==> src/pkg/irq_gather_params.svh <==
// Purpose: offsets, field positions, reset values and counts of the interrupt gathering block
// Assumes: AHB-Lite byte addresses, one 32-bit word per register
// Notes: definitions only
`ifndef IRQ_GATHER_PARAMS_SVH
`define IRQ_GATHER_PARAMS_SVH

`define OFS_EDGE_CTRL 8'h00
`define OFS_SRC_ENABLE 8'h04
`define OFS_FLAGS_ONE 8'h08
`define OFS_FLAGS_TWO 8'h0C
`define OFS_WAKEUP_FLAGS 8'h10
`define OFS_PIN_MODE 8'h14
`define OFS_IRQ_STATUS 8'h18
`define OFS_IRQ_CLEAR 8'h1C
`define OFS_IRQ_ENABLE 8'h20
`define OFS_OUT_STATE 8'h24

`define EDGE_SEL_LSB 1
`define NOISE_SEL_BIT 0

`define BIT_TIMER_A_FLAG 7
`define BIT_SERIAL_ONE_FLAG 6
`define BIT_RESERVED_ONE 5
`define BIT_ADC_FLAG 0
`define BIT_DIRECT_XFER_FLAG 1

`define EN_SERIAL_ONE 0
`define EN_TIMER_A 1
`define EN_TIMER_B 2
`define EN_TIMER_C 3
`define EN_TIMER_FL 4
`define EN_TIMER_FH 5
`define EN_TIMER_G 6
`define EN_SERIAL_TWO 7
`define EN_ADC 8
`define EN_DIRECT_XFER 9

`define FLAGS_ONE_RESET 8'h20
`define FLAGS_TWO_RESET 8'h00
`define WAKEUP_RESET 8'h00

`define SLOW_SAMPLE_DIV 16
`define FAST_SAMPLE_DIV 4

`endif

==> src/pkg/irq_gather_pkg.sv <==
// Purpose: types shared by the interrupt gathering block
// Assumes: nothing
// Notes: numbers live in irq_gather_params.svh
package irq_gather_pkg;

    typedef struct packed {
        logic [4:0] ext_pin;
        logic [7:0] wakeup_pin;
    } pin_in_t;

    typedef struct packed {
        logic serial_one_done;
        logic timer_a_wrap;
        logic adc_done;
        logic conversion_start_bit;
        logic sleep_exec;
        logic direct_xfer_on;
        logic direct_xfer_cond;
    } event_in_t;

    typedef struct packed {
        logic [9:0] src;
        logic [4:0] ext;
        logic [7:0] wakeup;
    } cpu_req_t;

    typedef enum logic [2:0]
    {
        AHB_IDLE = 3'b001,
        AHB_WRITE = 3'b010,
        AHB_READ = 3'b100
    } ahb_state_t;

endpackage

==> src/rtl/irq_gather.sv <==
// Purpose: interrupt flag, enable and edge logic with AHB-Lite register access
// Assumes: HCLK equal to MCLK, single word transfers, pins synchronous to MCLK
// Notes: flags clear only by writing 0 after they were read as 1
//
// The register addresses and register access over AHB-Lite are this design's own decisions.
`timescale 1ns/10ps
`include "irq_gather_params.svh"
module irq_gather
(
    // clock, enable and reset
    input wire logic MCLK,
    input wire logic RESETN,
    input wire logic CE,
    // ahb-lite slave
    input wire logic HSEL,
    input wire logic [7:0] HADDR,
    input wire logic [1:0] HTRANS,
    input wire logic HWRITE,
    input wire logic [2:0] HSIZE,
    input wire logic [31:0] HWDATA,
    input wire logic HREADY,
    output logic [31:0] HRDATA,
    output logic HREADYOUT,
    output logic HRESP,
    // pins and peripheral events
    input wire irq_gather_pkg::pin_in_t PINS,
    input wire irq_gather_pkg::event_in_t EVENTS,
    // requests to the cpu core
    output irq_gather_pkg::cpu_req_t CPU_REQ,
    output logic IRQ
);
    import irq_gather_pkg::*;

    typedef struct packed {
        ahb_state_t bus;
        logic [7:0] addr;
        logic [31:0] rdata;
        logic [4:0] edge_ctrl;
        logic [9:0] src_en;
        logic [7:0] flags_one;
        logic [1:0] flags_two;
        logic [7:0] wakeup;
        logic [12:0] pin_mode;
        logic [7:0] seen_one;
        logic [1:0] seen_two;
        logic [7:0] seen_wk;
        logic [9:0] irq_stat;
        logic [9:0] irq_en;
        logic [6:0] ev_q;
        cpu_req_t req;
        logic irq;
    } top_state_t;

    top_state_t st;
    top_state_t next_st;
    logic [1:0] rst_sync;
    logic rst_n;
    logic tick;
    logic [4:0] ext_edge;
    logic [7:0] wk_edge;
    logic [4:0] ext_set;
    logic [7:0] wk_set;
    logic timer_a_set;
    logic serial_one_set;
    logic adc_set;
    logic dx_set;
    logic [9:0] src_flag;
    logic [9:0] events_now;

    always_ff @(posedge MCLK or negedge RESETN)
    begin
        if (!RESETN)
            rst_sync <= 2'b00;
        else
            rst_sync <= {rst_sync[0], 1'b1};
    end
    assign rst_n = rst_sync[1];

    sample_tick u_tick
    (
        .clk(MCLK),
        .rst_n(rst_n),
        .ce(CE),
        .fast(st.edge_ctrl[`NOISE_SEL_BIT]),
        .tick(tick)
    );

    // pin 0 has no edge bit and is fixed to falling; wakeup pins always falling
    genvar gi;
    generate
        for (gi = 0; gi < 5; gi++)
        begin : g_ext
            pin_edge u_ext
            (
                .clk(MCLK),
                .rst_n(rst_n),
                .ce(CE),
                .tick(tick),
                .pin(PINS.ext_pin[gi]),
                .rising((gi == 0) ? 1'b0 : st.edge_ctrl[gi]),
                .edge_seen(ext_edge[gi])
            );
        end
        for (gi = 0; gi < 8; gi++)
        begin : g_wk
            pin_edge u_wk
            (
                .clk(MCLK),
                .rst_n(rst_n),
                .ce(CE),
                .tick(tick),
                .pin(PINS.wakeup_pin[gi]),
                .rising(1'b0),
                .edge_seen(wk_edge[gi])
            );
        end
    endgenerate

    always_comb
    begin
        ext_set = ext_edge & st.pin_mode[4:0];
        wk_set = wk_edge & st.pin_mode[12:5];
        serial_one_set = EVENTS.serial_one_done & ~st.ev_q[0];
        timer_a_set = EVENTS.timer_a_wrap & ~st.ev_q[1];
        adc_set = EVENTS.adc_done & ~EVENTS.conversion_start_bit & ~st.ev_q[2];
        dx_set = EVENTS.sleep_exec & EVENTS.direct_xfer_on
            & EVENTS.direct_xfer_cond & ~st.ev_q[3];
        src_flag = '0;
        src_flag[`EN_SERIAL_ONE] = st.flags_one[`BIT_SERIAL_ONE_FLAG];
        src_flag[`EN_TIMER_A] = st.flags_one[`BIT_TIMER_A_FLAG];
        src_flag[`EN_ADC] = st.flags_two[`BIT_ADC_FLAG];
        src_flag[`EN_DIRECT_XFER] = st.flags_two[`BIT_DIRECT_XFER_FLAG];
        events_now = '0;
        events_now[`EN_SERIAL_ONE] = serial_one_set;
        events_now[`EN_TIMER_A] = timer_a_set;
        events_now[`EN_ADC] = adc_set;
        events_now[`EN_DIRECT_XFER] = dx_set;
        events_now[2] = |ext_set;
        events_now[3] = |wk_set;
    end

    always_comb
    begin
        next_st = st;
        next_st.ev_q = {3'b000, dx_set | (st.ev_q[3] & EVENTS.sleep_exec),
            EVENTS.adc_done & ~EVENTS.conversion_start_bit,
            EVENTS.timer_a_wrap, EVENTS.serial_one_done};
        next_st.bus = AHB_IDLE;
        // register writes happen in the data phase; clears precede sets so sets win
        if (st.bus == AHB_WRITE)
        begin
            case (st.addr)
                `OFS_EDGE_CTRL: next_st.edge_ctrl = HWDATA[4:0];
                `OFS_SRC_ENABLE: next_st.src_en = HWDATA[9:0];
                `OFS_FLAGS_ONE: next_st.flags_one = st.flags_one
                    & ~(st.seen_one & ~HWDATA[7:0]);
                `OFS_FLAGS_TWO: next_st.flags_two = st.flags_two
                    & ~(st.seen_two & ~HWDATA[1:0]);
                `OFS_WAKEUP_FLAGS: next_st.wakeup = st.wakeup
                    & ~(st.seen_wk & ~HWDATA[7:0]);
                `OFS_PIN_MODE: next_st.pin_mode = HWDATA[12:0];
                `OFS_IRQ_CLEAR: next_st.irq_stat = st.irq_stat & ~HWDATA[9:0];
                `OFS_IRQ_ENABLE: next_st.irq_en = HWDATA[9:0];
                default: next_st.irq_en = st.irq_en;
            endcase
        end
        // hardware sets
        next_st.flags_one[4:0] = next_st.flags_one[4:0] | ext_set;
        next_st.flags_one[`BIT_SERIAL_ONE_FLAG] = next_st.flags_one[`BIT_SERIAL_ONE_FLAG]
            | serial_one_set;
        next_st.flags_one[`BIT_TIMER_A_FLAG] = next_st.flags_one[`BIT_TIMER_A_FLAG]
            | timer_a_set;
        next_st.flags_one[`BIT_RESERVED_ONE] = 1'b1;
        next_st.flags_two[`BIT_ADC_FLAG] = next_st.flags_two[`BIT_ADC_FLAG] | adc_set;
        next_st.flags_two[`BIT_DIRECT_XFER_FLAG] = next_st.flags_two[`BIT_DIRECT_XFER_FLAG]
            | dx_set;
        next_st.wakeup = next_st.wakeup | wk_set;
        next_st.irq_stat = next_st.irq_stat | events_now;
        // a cleared flag must be read as 1 again before another 0 write clears it
        next_st.seen_one = st.seen_one & next_st.flags_one;
        next_st.seen_two = st.seen_two & next_st.flags_two;
        next_st.seen_wk = st.seen_wk & next_st.wakeup;
        next_st.rdata = 32'h0000_0000;
        if (HSEL && HREADY && HTRANS[1])
        begin
            next_st.addr = HADDR;
            next_st.bus = HWRITE ? AHB_WRITE : AHB_READ;
            if (!HWRITE)
            begin
                case (HADDR)
                    `OFS_EDGE_CTRL: next_st.rdata = {27'h0, st.edge_ctrl};
                    `OFS_SRC_ENABLE: next_st.rdata = {22'h0, st.src_en};
                    `OFS_FLAGS_ONE:
                    begin
                        next_st.rdata = {24'h0, st.flags_one};
                        next_st.seen_one = st.flags_one;
                    end
                    `OFS_FLAGS_TWO:
                    begin
                        next_st.rdata = {30'h0, st.flags_two};
                        next_st.seen_two = st.flags_two;
                    end
                    `OFS_WAKEUP_FLAGS:
                    begin
                        next_st.rdata = {24'h0, st.wakeup};
                        next_st.seen_wk = st.wakeup;
                    end
                    `OFS_PIN_MODE: next_st.rdata = {19'h0, st.pin_mode};
                    `OFS_IRQ_STATUS: next_st.rdata = {22'h0, st.irq_stat};
                    `OFS_IRQ_ENABLE: next_st.rdata = {22'h0, st.irq_en};
                    `OFS_OUT_STATE: next_st.rdata = {9'h0, st.req};
                    default: next_st.rdata = 32'h0000_0000;
                endcase
            end
        end
        next_st.req.src = src_flag & st.src_en;
        next_st.req.ext = st.flags_one[4:0];
        next_st.req.wakeup = st.wakeup;
        next_st.irq = |(st.irq_stat & st.irq_en);
    end

    always_ff @(posedge MCLK or negedge rst_n)
    begin
        if (!rst_n)
        begin
            st <= '0;
            st.bus <= AHB_IDLE;
            st.flags_one <= `FLAGS_ONE_RESET;
            st.flags_two <= 2'(`FLAGS_TWO_RESET);
            st.wakeup <= `WAKEUP_RESET;
        end
        else if (CE)
            st <= next_st;
    end

    assign HRDATA = st.rdata;
    assign HREADYOUT = 1'b1;
    assign HRESP = 1'b0;
    assign CPU_REQ = st.req;
    assign IRQ = st.irq;
endmodule

==> src/rtl/sample_tick.sv <==
// Purpose: sampling strobe for the noise filter, osc/16 or osc/4
// Assumes: clk is the oscillator clock
// Notes: divider restarts its count only on wrap
`timescale 1ns/10ps
`include "irq_gather_params.svh"
module sample_tick
(
    // clock and reset
    input wire logic clk,
    input wire logic rst_n,
    input wire logic ce,
    // control
    input wire logic fast,
    // strobe
    output logic tick
);
    typedef struct packed {
        logic [3:0] cnt;
        logic tick;
    } tick_state_t;

    tick_state_t st;
    tick_state_t next_st;
    logic [3:0] last;

    always_comb
    begin
        last = fast ? 4'(`FAST_SAMPLE_DIV - 1) : 4'(`SLOW_SAMPLE_DIV - 1);
        next_st = st;
        next_st.tick = 1'b0;
        if (st.cnt >= last)
        begin
            next_st.cnt = 4'h0;
            next_st.tick = 1'b1;
        end
        else
        begin
            next_st.cnt = st.cnt + 4'h1;
        end
    end

    always_ff @(posedge clk or negedge rst_n)
    begin
        if (!rst_n)
            st <= '0;
        else if (ce)
            st <= next_st;
    end

    assign tick = st.tick;
endmodule

==> src/rtl/pin_edge.sv <==
// Purpose: filter one pin with a two-sample agreement, then find the chosen edge
// Assumes: pin synchronous to clk
// Notes: a glitch shorter than one sample period is dropped
`timescale 1ns/10ps
module pin_edge
(
    // clock and reset
    input wire logic clk,
    input wire logic rst_n,
    input wire logic ce,
    // sampling and control
    input wire logic tick,
    input wire logic pin,
    input wire logic rising,
    // result
    output logic edge_seen
);
    typedef struct packed {
        logic samp;
        logic level;
        logic edge_seen;
    } edge_state_t;

    edge_state_t st;
    edge_state_t next_st;

    always_comb
    begin
        next_st = st;
        next_st.edge_seen = 1'b0;
        if (tick)
        begin
            next_st.samp = pin;
            if (pin == st.samp && pin != st.level)
            begin
                next_st.level = pin;
                next_st.edge_seen = (pin == rising);
            end
        end
    end

    // idle level high, so no edge is reported out of reset
    always_ff @(posedge clk or negedge rst_n)
    begin
        if (!rst_n)
            st <= 3'b110;
        else if (ce)
            st <= next_st;
    end

    assign edge_seen = st.edge_seen;
endmodule

==> config.mk <==
export PLATFORM = sky130hd
export DESIGN_NAME = irq_gather
export DESIGN_NICKNAME = d
export VERILOG_FILES = /design/src/pkg/irq_gather_pkg.sv /design/src/rtl/irq_gather.sv /design/src/rtl/sample_tick.sv /design/src/rtl/pin_edge.sv
export VERILOG_INCLUDE_DIRS = /design/src /design/src/pkg
export SDC_FILE = /design/constraint.sdc
export NUM_CORES = 1
export LEC_CHECK = 0
export BUFFER_PORTS_ARGS = -buffer_cell sky130_fd_sc_hd__buf_2
export CAP_MARGIN = 5
export CORE_MARGIN = 4
export CORE_UTILIZATION = 30
export CTS_BUF_LIST = sky130_fd_sc_hd__clkbuf_4
export CTS_CLUSTER_DIAMETER = 200
export DETAILED_ROUTE_END_ITERATION = 7
export PLACE_DENSITY_LB_ADDON = 0.2
export RECOVER_POWER = 100
export SKIP_CTS_REPAIR_TIMING = 1
export SLEW_MARGIN = 20
export SYNTH_ARGS = -nofsm -noshare
export SYNTH_HDL_FRONTEND = slang
export SYNTH_SLANG_ARGS = --single-unit
==> constraint.sdc <==
create_clock -name MCLK -period 6.3 [get_ports MCLK]
set_input_delay 0.63 -clock MCLK [delete_from_list [all_inputs] [get_ports MCLK]]
set_output_delay 0.63 -clock MCLK [all_outputs]
set_load 0.02 [all_outputs]
# Word-level counts from Yosys, hierarchy flattened

Index checks and enable logic that the tools add are counted.

$add $sub $neg: 1
Magnitude comparators: 1
Eq/ne operators: 46
Mux-type cells: 46
Bitwise operators: 50
Reduce and logical (&&, ||, !) cells: 39

Operators by type and width:

| cell                                                                  | number |
|---|---|
| 23-bit one-hot mux with 9 select lines                                | 1 |
| 8-bit bitwise AND                                                     | 7 |
| 3-bit AND reduction                                                   | 17 |
| 8-bit by 5-bit equality test with 1-bit output, second input constant | 6 |
| 43-bit two-way mux                                                    | 1 |
| 18-bit two-way mux                                                    | 2 |
| 8-bit by 4-bit equality test with 1-bit output, second input constant | 4 |
| 8-bit two-way mux                                                     | 4 |
| 31-bit two-way mux                                                    | 1 |
| 10-bit bitwise AND                                                    | 3 |
| 1-bit two-way mux                                                     | 27 |
| 8-bit by 6-bit equality test with 1-bit output, second input constant | 3 |
| 8-bit NOT                                                             | 3 |
| 23-bit two-way mux                                                    | 1 |
| 10-bit two-way mux                                                    | 2 |
| 20-bit two-way mux                                                    | 1 |
| 1-bit equality test                                                   | 17 |
| 8-bit by 3-bit equality test with 1-bit output, second input constant | 2 |
| 8-bit logical NOT                                                     | 2 |
| 1-bit logical AND                                                     | 15 |
| 1-bit NOT                                                             | 14 |
| 13-bit two-way mux                                                    | 1 |
| 1-bit inequality test                                                 | 13 |
| 10-bit NOT                                                            | 1 |
| other kinds (18)                                                      | 35 |

Bits in registers: 200
Bits of input ports: 71
Output and inout port bits: 58

# Longest topological paths before layout

Gate-level depths: netlist (run 1).

Depth after elaboration: 11
Depth in mapped cells: 6
Mapped depth without buffers: 5

# Modules after synthesis

Synthesis (run 1) repeated with hierarchy kept, for this count alone.

Cell total of the unflattened synthesis: 853
Area total of the unflattened synthesis: 9187.6 µm²

Modules (own cells, without submodules):

| module      | times used | cells an instance | area an instance (µm²) | sequential area each (µm²) |
|---|---|---|---|---|
| irq_gather  | 1          | 644               | 6982.9                 | 3354.5 |
| pin_edge    | 13         | 14                | 147.6                  | 77.6 |
| sample_tick | 1          | 27                | 285.3                  | 125.1 |

# Worst setup path before layout (run 1)

OpenSTA, ideal clock, no wires.

Path kind: in2reg
From: input HADDR[5]
To: register st[63] in the netlist's numbering
Setup time: 0.141 ns
Data arrival time: 1.994 ns
Data required time: 6.159 ns
Slack: 4.166 ns
Cell stages on the path: 5
Buffers on the path: 1
Cell sequence: or4_1 -> or4_4 -> buf_6 -> nand3_1 -> o211ai_1

Cells in the longest elaborated chain, start to end: 4

RTL lines:

| what                                           | line              | source |
|---|---|---|
| start, declared                                | irq_gather.sv:16  | `input wire logic [7:0] HADDR,` |
| 8-bit by 4-bit equality test with 1-bit output | irq_gather.sv:190 | `case (HADDR)` |
| 8-bit two-way mux                              | irq_gather.sv:190 |  |
| 18-bit two-way mux                             | irq_gather.sv:188 | `if (!HWRITE)` |
| 18-bit two-way mux                             | irq_gather.sv:184 | `if (HSEL && HREADY && HTRANS[1])` |
| end signal, assigned                           | irq_gather.sv:233 | `st <= next_st;` |
| end, declared                                  | irq_gather.sv:54  | `top_state_t st;` |

Every way passes these cells.
A chain may end at the register's enable or synchronous reset.

==> results of run 1 <==
[cells by family (layout without fill, tap and decap cells)]
kind of cell | after synthesis | in the layout | share of synthesized area [%]
buf+inv | 132 | 155 | 8.11
compound gates | 206 | 206 | 16.2
fa+ha+maj | 3 | 3 | 0.415
mux | 81 | 81 | 9.81
simple gates | 243 | 243 | 15.8
other cells | 2 | 26 | 0.0830
flops | 178 | 178 | 49.6
[how the worst max path moves through the flow]
stage	from	endpoint	slack (ns)	cells past startpoint
final	CE	HRDATA[4]$_DFFE_PN0P_	2.30	6
after floorplan	rst_sync[1]$_DFF_PN0_	CPU_REQ[0]$_DFFE_PN0P_	1.02	0
after global placement	HADDR[4]	st[52]$_DFFE_PN0P_	3.00	4
after global routing	rst_sync[1]$_DFF_PN0_	st[32]$_DFFE_PN0P_	1.94	1
after CTS	HADDR[4]	st[52]$_DFFE_PN0P_	3.59	4
after detailed placement	HADDR[4]	st[52]$_DFFE_PN0P_	2.92	4
[cell type report]
type / instances / area share (%)
multi-input cells: 557 / 40.0
clock inverters: 15 / 1.43
well taps: 390 / 5.06
inverters: 31 / 1.21
diodes: 2 / 0.0519
clock buffers: 17 / 1.32
repair buffers: 92 / 4.45
flip-flops and latches: 178 / 46.5
[flip-flops by register name (all words and copies together) (netlist names)]
register and flops:
rst_sync 2, HRDATA 17, src_flag 4, u_tick.tick 1
st 80, CPU_REQ 17, u_tick.st 4, IRQ 1
next_st 13, g_ext.u_ext.edge_seen 5, g_wk.u_wk.edge_seen 8, g_ext.u_ext.st 10
g_wk.u_wk.st 16
[metrics by stage]
stage | worst slack [ns] | utilization (%)
2_1_floorplan | 1.02 | -
3_3_place_gp | 3.00 | 31.9
3_5_place_dp | 2.92 | 31.9
4_1_cts | 3.59 | 32.8
5_1_grt | 1.94 | 32.5
6_report | 2.30 | 32.5
[worst max-delay path, cell delays in order]
cell and delay, ns:
clkbuf_1 0.23, clkinv_1 0.09, clkbuf_1 2.02, nor2_1 0.56, nand2_1 0.68, o221ai_1 0.22
[power by group]
group	internal (mW)	switching, mW
clock network	0.177	0.475
registers	1.27	0.0964
logic	0.128	0.193
[cell usage in the layout (no fill, tap or decap), drive strengths merged, types with 6 or more instances in the layout]
cell / count
dfstp: 27
inv: 41
nor2: 23
nor4: 14
o21ai: 69
o311ai: 9
clkbuf: 58
nand3b: 17
o2bb2ai: 23
nand2b: 9
nand3: 35
mux2i: 20
conb: 24
nor2b: 8
o211ai: 9
mux2: 61
or4b: 6
a32o: 13
a21o: 7
nand2: 73
a22o: 10
nor4b: 14
nand4: 9
a211oi: 6
a21oi: 15
dfrtp: 151
o32ai: 6
buf: 50
[layer usage]
metal  track usage [%]  routed length, um  vias up
li1                  -                  -     3132
met1              23.7              12900     3417
met2              24.4              12300      209
met3              3.77               1680       24
met4              3.60                196        8
met5                 0                 43        -
==> flow_summary.toml, run 1 <==
[outcome]
status = "finished with violations"
violations = "max-capacitance violations, max-slew violations"

[logic_synthesis]
syn_avg_cell_area_um2 = 10.7
synth_seq_area_share_pct = 49.6
synthCells = 845
yosysTopAreaCell = "dfrtp_1"
synthArstFlopShare_pct = 100
yosys.area.top_type_share_pct = 41.8
synth_common_cells = "151 x dfrtp_1, 72 x nand2_1, 66 x o21ai_0"
synth_top_flop_cell = "dfrtp_1"
yosysUniqueCellTypes = 71
yosysWarnings = 0
synth_enable_flop_cells = 0
yosysMostFrequentCell = "dfrtp_1"
netlist_area_um2 = 9040
synth-seq-cells = 178
ys_top_cells_by_area = "dfrtp_1 42%, dfstp_2 7.8%, mux2_2 6.6%"

[worst_setup_path]
r2r-start = "st[157]$_DFFE_PN0P_"
critPathRequiredTime_ns = 6.76
worst-r2r-setup-slack_ns = 2.55
cp.arrival_ns = 4.46
regToRegEndpoint = "st[47]$_DFFE_PN0P_"
endpoint_kind = "register"
ff2ff_path_depth = 3
critPathLaunchType = "input pin"
path_class = "input pin to register"
cp_max_fo = 52

[timing]
drv_slew = 303
holdWs_ns = 0.242
rsz0062_at_grt = "false"
slew-limit-headroom_pct = -91.4
fmax_ghz = 0.250
tns_ns = 0
skew_ns = 0.0337
period_share_pct = 63.4
tightest_slew_ns = 2.87
setup_violations = 0
period_needed_ns = 4.00
hold_viol = 0

[placed_design]
hpwlAfterDp_um = 18300
port-buffer-count = 82
dp_cells = 1247
place_area_um2 = 9490
place_congestion = 0.785

[grt]
grt_usage_pct = 16.2
grt_pass1_wl_um = 41900
grt_pass1_vias = 6581
antenna_found_initial = 5
overflow = 0
grt_max_degree = 72

[die]
die_y_um = 182
die_w_um = 182
dieArea_um2 = 33000
placementRows = 63
start_util_pct = 30.4
core_um2 = 29700
ioPinCount = 129

[clock_tree]
root_buffer = "clkbuf_4"
cts_tree = "built"
cts_buffers = 17
cts_sinks = 178
clkLatencyLatePin_ns = 0.60
cts_buffer_depth = 2
clkTransAtPathRegs_ns = 0.17
htreeDepth = 4

[min_path]
hold_path_startpoint = "HWDATA[10]"
hold_path.class = "input pin to register"
hold_end = "st[79]$_DFFE_PN0P_"
hold-path-cell-count = 2

[power_and_ir_drop]
total_power_mw = 2.34
power-per-cell-area_nw_per_um2 = 243
p_leak_nw = 4.02
ir_worst_vdd_mv = 0.116

[routing]
routedWlPerCell_um = 21.1
first_iter_violations = 648
drt-total-wl_um = 27100
vias = 6790
ant_nets = 0
route.detailed.drc = 0
vias_per_cell = 5.30
dr.pass1.iters = 5

[finish]
multi_input_area_um2 = 3860
layout.area.seq_um2 = 4490
final_area_um2 = 9650
area_growth_pct = 6.72
fillCellCount = 3110
final-instance-count-excl-fill = 1282
layout-drive-gt1-share_pct = 19.8
fin_nets = 951

[job]
cap_violations = 7
(Power assumes the default switching activity.)
==> inputs of run 2 (changes only) <==
==> constraint.sdc (replaced) <==
create_clock -name MCLK -period 3.96 [get_ports MCLK]
set_input_delay 0.396 -clock MCLK [delete_from_list [all_inputs] [get_ports MCLK]]
set_output_delay 0.396 -clock MCLK [all_outputs]
set_load 0.02 [all_outputs]
==> run 2 against run 1 <==
The run still ends with max-capacitance violations, max-slew violations left. Count of clock-buffer cells in the layout did not move. Cell area rose by 1.2%. Utilization rose by 0.38 points. Highest routed layer unchanged.
==> flow_summary.toml, run 2 (same netlist as run 1, synthesis figures left out) <==
[outcome]
status = "finished with violations"
violations = "max-capacitance violations, max-slew violations"

[grt]
grt_pass1_vias = 6715
antenna_found_initial = 3
grt_pass1_wl_um = 41600
grt_max_degree = 78
grt_usage_pct = 16.1
overflow = 0

[worst_setup_path]
cp_max_fo = 32
r2r-start = "st[155]$_DFFE_PN1P_"
path_class = "input pin to register"
cp.arrival_ns = 3.55
worst-r2r-setup-slack_ns = 1.00
critPathRequiredTime_ns = 4.42
critPathCapture = "HRDATA[2]$_DFFE_PN0P_"
ff2ff_path_depth = 4
timing.critical_path.from = "HADDR[2]"
endpoint_kind = "register"
regToRegEndpoint = "st[41]$_DFFE_PN0P_"
critPathLaunchType = "input pin"

[timing]
hold_viol = 0
holdWs_ns = 0.0248
skew_ns = 0.0393
slew-limit-headroom_pct = -66.3
tns_ns = 0
setup_violations = 0
period_share_pct = 78.0
fmax_ghz = 0.324
rsz0062_at_grt = "false"
period_needed_ns = 3.09
tightest_slew_ns = 2.49
drv_slew = 185

[finish]
top_register = "st"
final_cell_mix = "151 x dfrtp_1, 73 x nand2_1, 68 x o21ai_0"
largest_reg_flops = 80
fin_nets = 958
layout-drive-gt1-share_pct = 19.3
layout_commonest_cell = "dfrtp_1"
area_growth_pct = 7.97

[routing]
routedWlPerCell_um = 20.9
vias_per_cell = 5.30
route.detailed.drc = 0
ant_nets = 0
first_iter_violations = 604
vias = 6848
dr.pass1.iters = 8
drt-total-wl_um = 27000

[job]
cap_violations = 5

[die]
dieArea_um2 = 33000
die_y_um = 182
start_util_pct = 30.4
ioPinCount = 129
core_um2 = 29700
placementRows = 63
die_w_um = 182

[placed_design]
hpwlAfterDp_um = 18500
port-buffer-count = 82
place_congestion = 0.804

[clock_tree]
root_buffer = "clkbuf_4"
cts_tree = "built"
htreeDepth = 4
clkTransAtPathRegs_ns = 0.17
clkLatencyLatePin_ns = 0.59
cts_buffer_depth = 2
cts_sinks = 178
cts_buffers = 17

[power_and_ir_drop]
p_leak_nw = 4.07
total_power_mw = 3.89
ir_worst_vdd_mv = 0.183
power-per-cell-area_nw_per_um2 = 398

[min_path]
hold_path_startpoint = "HWRITE"
hold-path-cell-count = 3
hold_path.class = "input pin to register"
## run 2: routing by layer
layer,share of wire [%],GRT usage (%)
met5,0.078,0
met4,2.3,4.98
met3,6.0,3.81
met2,45,24.4
met1,47,23.0
## run 2: layout make-up
cell class / instances / area, um^2
clock inverters: 15 / 201
multi-input cells: 557 / 3840
repair buffers: 99 / 488
diodes: 4 / 10.0
inverters: 31 / 116
fillers: 3048 / 20000
flip-flops and latches: 178 / 4490
well taps: 390 / 488
clock buffers: 17 / 128
## run 2: power by group
part | internal [mW] | total, mW | switching (mW)
Clock | 0.508 | 1.19 | 0.685
Combinational | 0.207 | 0.516 | 0.309
Sequential | 2.02 | 2.18 | 0.153
## run 2: how the worst min path moves through the flow
| stage | slack, ns | endpoint |
|---|---|---|
| detailed placement | 0.18 | rst_sync[0]$_DFF_PN0_ |
| global placement | 0.18 | rst_sync[0]$_DFF_PN0_ |
| floorplan | 0.10 | rst_sync[0]$_DFF_PN0_ |
| finish | 0.02 | st[156]$_DFFE_PN0P_ |
| global route | 0.005 | st[80]$_DFFE_PN0P_ |
| CTS | -0.48 | rst_sync[1]$_DFF_PN0_ |
## run 2: metrics by stage
| step | cells | util [%] | area (um^2) | setup WS, ns |
|---|---|---|---|---|
| finish | 1291 | 32.9 | 9760 | 0.871 |
| global placement | 1253 | 32.1 | 9540 | 1.35 |
| global route | 1291 | 32.9 | 9760 | 0.794 |
| detailed placement | 1253 | 32.1 | 9540 | 1.33 |
| floorplan | 867 | - | 9130 | 1.05 |
| CTS | 1285 | 33.2 | 9870 | 1.62 |
## run 2: critical path, stage by stage
cell,delay (ns)
clkbuf_1,0.68
a21o_1,0.39
a2111oi_0,0.97
nand2_1,0.65
o31ai_1,0.46
==> inputs of run 3 (changes only) <==
==> constraint.sdc (replaced) <==
create_clock -name MCLK -period 2.7 [get_ports MCLK]
set_input_delay 0.27 -clock MCLK [delete_from_list [all_inputs] [get_ports MCLK]]
set_output_delay 0.27 -clock MCLK [all_outputs]
set_load 0.02 [all_outputs]
==> run 3 against run 2 <==
Combinational power increased by 58%. Count of clock-buffer cells in the layout did not move. Non-clock buffer count up 40. Power rose by 41%. Routed wire length grew 1.2%. Critical path depth fell by 1. Clock power increased by 26%. Sequential power increased by 46%. Global-route usage grew 0.24 points. The flow still finishes with violations (max-capacitance violations, max-slew violations). Sequential share of layout area down 1.6 points. Worst setup slack worse by 0.47 ns. Register-to-register slack worse by 0.60 ns. Largest power group unchanged.
==> flow_summary.toml, run 3 (same netlist as run 1, synthesis figures left out) <==
[outcome]
status = "finished with violations"
violations = "max-capacitance violations, max-slew violations"

[power_and_ir_drop]
ir_worst_vdd_mv = 0.290
p_leak_nw = 4.26
power-per-cell-area_nw_per_um2 = 544

[grt]
overflow = 0
grt_usage_pct = 16.4
grt_pass1_vias = 6727
grt_pass1_wl_um = 42300
grt_max_degree = 52
antenna_found_initial = 3

[job]
cap_violations = 1

[worst_setup_path]
endpoint_kind = "register"
cp.arrival_ns = 2.75
worst-path-buf-inv = 0
crit_family = "simple AND/OR/NAND/NOR gates"
critPathRequiredTime_ns = 3.16
critPathLaunchType = "register"
cp_slowest_cell = "or3b_4"
cp_cell_sequence = "or3b_4 > nor4b_1 > nand2_2 > mux2_2"
cp_slowest_stage_delay_ns = 0.50
path_class = "register to register"
cp_max_fo = 14

[clock_tree]
htreeDepth = 4
clkTransAtPathRegs_ns = 0.18
cts_tree = "built"
cts_buffers = 17
cts_buffer_depth = 2
clkLatencyLatePin_ns = 0.60
root_buffer = "clkbuf_4"
cts_sinks = 178

[finish]
final_core_util_pct = 34.0
layout-drive-gt1-share_pct = 21.1
final-instance-count-excl-fill = 1329
final_area_um2 = 10100
fillCellCount = 3053
largest_reg_flops = 80
multi_input_area_um2 = 3880
area_growth_pct = 11.7
final_cell_mix = "151 x dfrtp_1, 72 x nand2_1, 69 x o21ai_0"
top_register = "st"
fin_nets = 998
layout.area.seq_um2 = 4490
layout_commonest_cell = "dfrtp_1"

[min_path]
hold_path.class = "input pin to register"

[timing]
tightest_slew_ns = 1.51
period_share_pct = 85.0
setup_violations = 0
hold_viol = 0
drv_slew = 32
tns_ns = 0
slew-limit-headroom_pct = -0.719
fmax_ghz = 0.436
period_needed_ns = 2.30
rsz0062_at_grt = "false"
skew_ns = 0.0350

[placed_design]
place_area_um2 = 9650
place_congestion = 0.842
dp_cells = 1267
port-buffer-count = 82
hpwlAfterDp_um = 19300

[routing]
vias_per_cell = 5.22
first_iter_violations = 511
dr.pass1.iters = 7
vias = 6938
routedWlPerCell_um = 20.5
route.detailed.drc = 0
ant_nets = 0
drt-total-wl_um = 27300

[die]
ioPinCount = 129
start_util_pct = 30.4
placementRows = 63
die_y_um = 182
core_um2 = 29700
dieArea_um2 = 33000
die_w_um = 182
[run 3: changes by cell type in the layout (fill, tap and decap cells not counted), moves of 2 or more]
| cell | delta |
|---|---|
| inv_8 | +4 |
| diode_2 | -2 |
| bufinv_16 | -4 |
| buf_4 | +9 |
| clkinv_1 | -2 |
| clkbuf_1 | -4 |
| buf_2 | +2 |
| o311ai_0 | +7 |
| o311ai_1 | -7 |
| and2_0 | -2 |
| clkbuf_2 | +6 |
| dlygate4sd3_1 | +26 |
| and2_1 | +2 |
[run 3: power breakdown]
group / switching (mW) / total (mW) / internal, mW
registers: 0.217 / 3.19 / 2.97
logic: 0.474 / 0.813 / 0.339
clock network: 1.09 / 1.50 / 0.411
[run 3: path summary, 6_finish.rpt]
path | slack (ns) | cells after the start | start | endpoint
max in group asynchronous | 0.65 | 1 | rst_sync[1]$_DFF_PN0_ | st[46]$_DFFE_PN0P_
worst min register to register | 0.37 | 0 | rst_sync[0]$_DFF_PN0_ | rst_sync[1]$_DFF_PN0_
worst max-delay path | 0.40 | 4 | st[157]$_DFFE_PN0P_ | st[104]$_DFFE_PN0P_
worst min-delay path | 0.05 | 2 | HWDATA[4] | st[45]$_DFFE_PN0P_
worst max register to register | 0.40 | 4 | st[157]$_DFFE_PN0P_ | st[104]$_DFFE_PN0P_
min in group asynchronous | 0.53 | 3 | RESETN | rst_sync[0]$_DFF_PN0_
[run 3: worst reg2reg max path, delay by kind of cell, from the launching register on]
kind	cells	cell delay, ns
and+or+nand+nor	3	1.34
DFF	1	0.45
muxes	1	0.38
[run 3: metal layers]
layer | vias to the layer above | global-route usage [%] | routed length, um
li1 | 3229 | - | -
met1 | 3486 | 23.7 | 13300
met2 | 192 | 25.7 | 12400
met3 | 27 | 3.15 | 1250
met4 | 4 | 3.33 | 347
met5 | - | 0 | 21
[run 3: final cells by class]
type	count	area share [%]
inverters	31	1.15
multi-input cells	557	38.4
well taps	390	4.83
flip-flops and latches	178	44.4
clock buffers	17	1.26
diodes	2	0.0495
repair buffers	139	8.52
clock inverters	15	1.35
[run 3: through the flow]
step | worst slack, ns | hold WS (ns) | power, mW
CTS | 0.526 | -0.605 | 5.56
detailed placement | 0.368 | 0.0571 | 4.04
global route | 0.281 | 0.0356 | 5.80
global placement | 0.420 | 0.0556 | 4.01
finish | 0.404 | 0.0489 | 5.50
floorplan | 0.833 | -0.0256 | 3.77
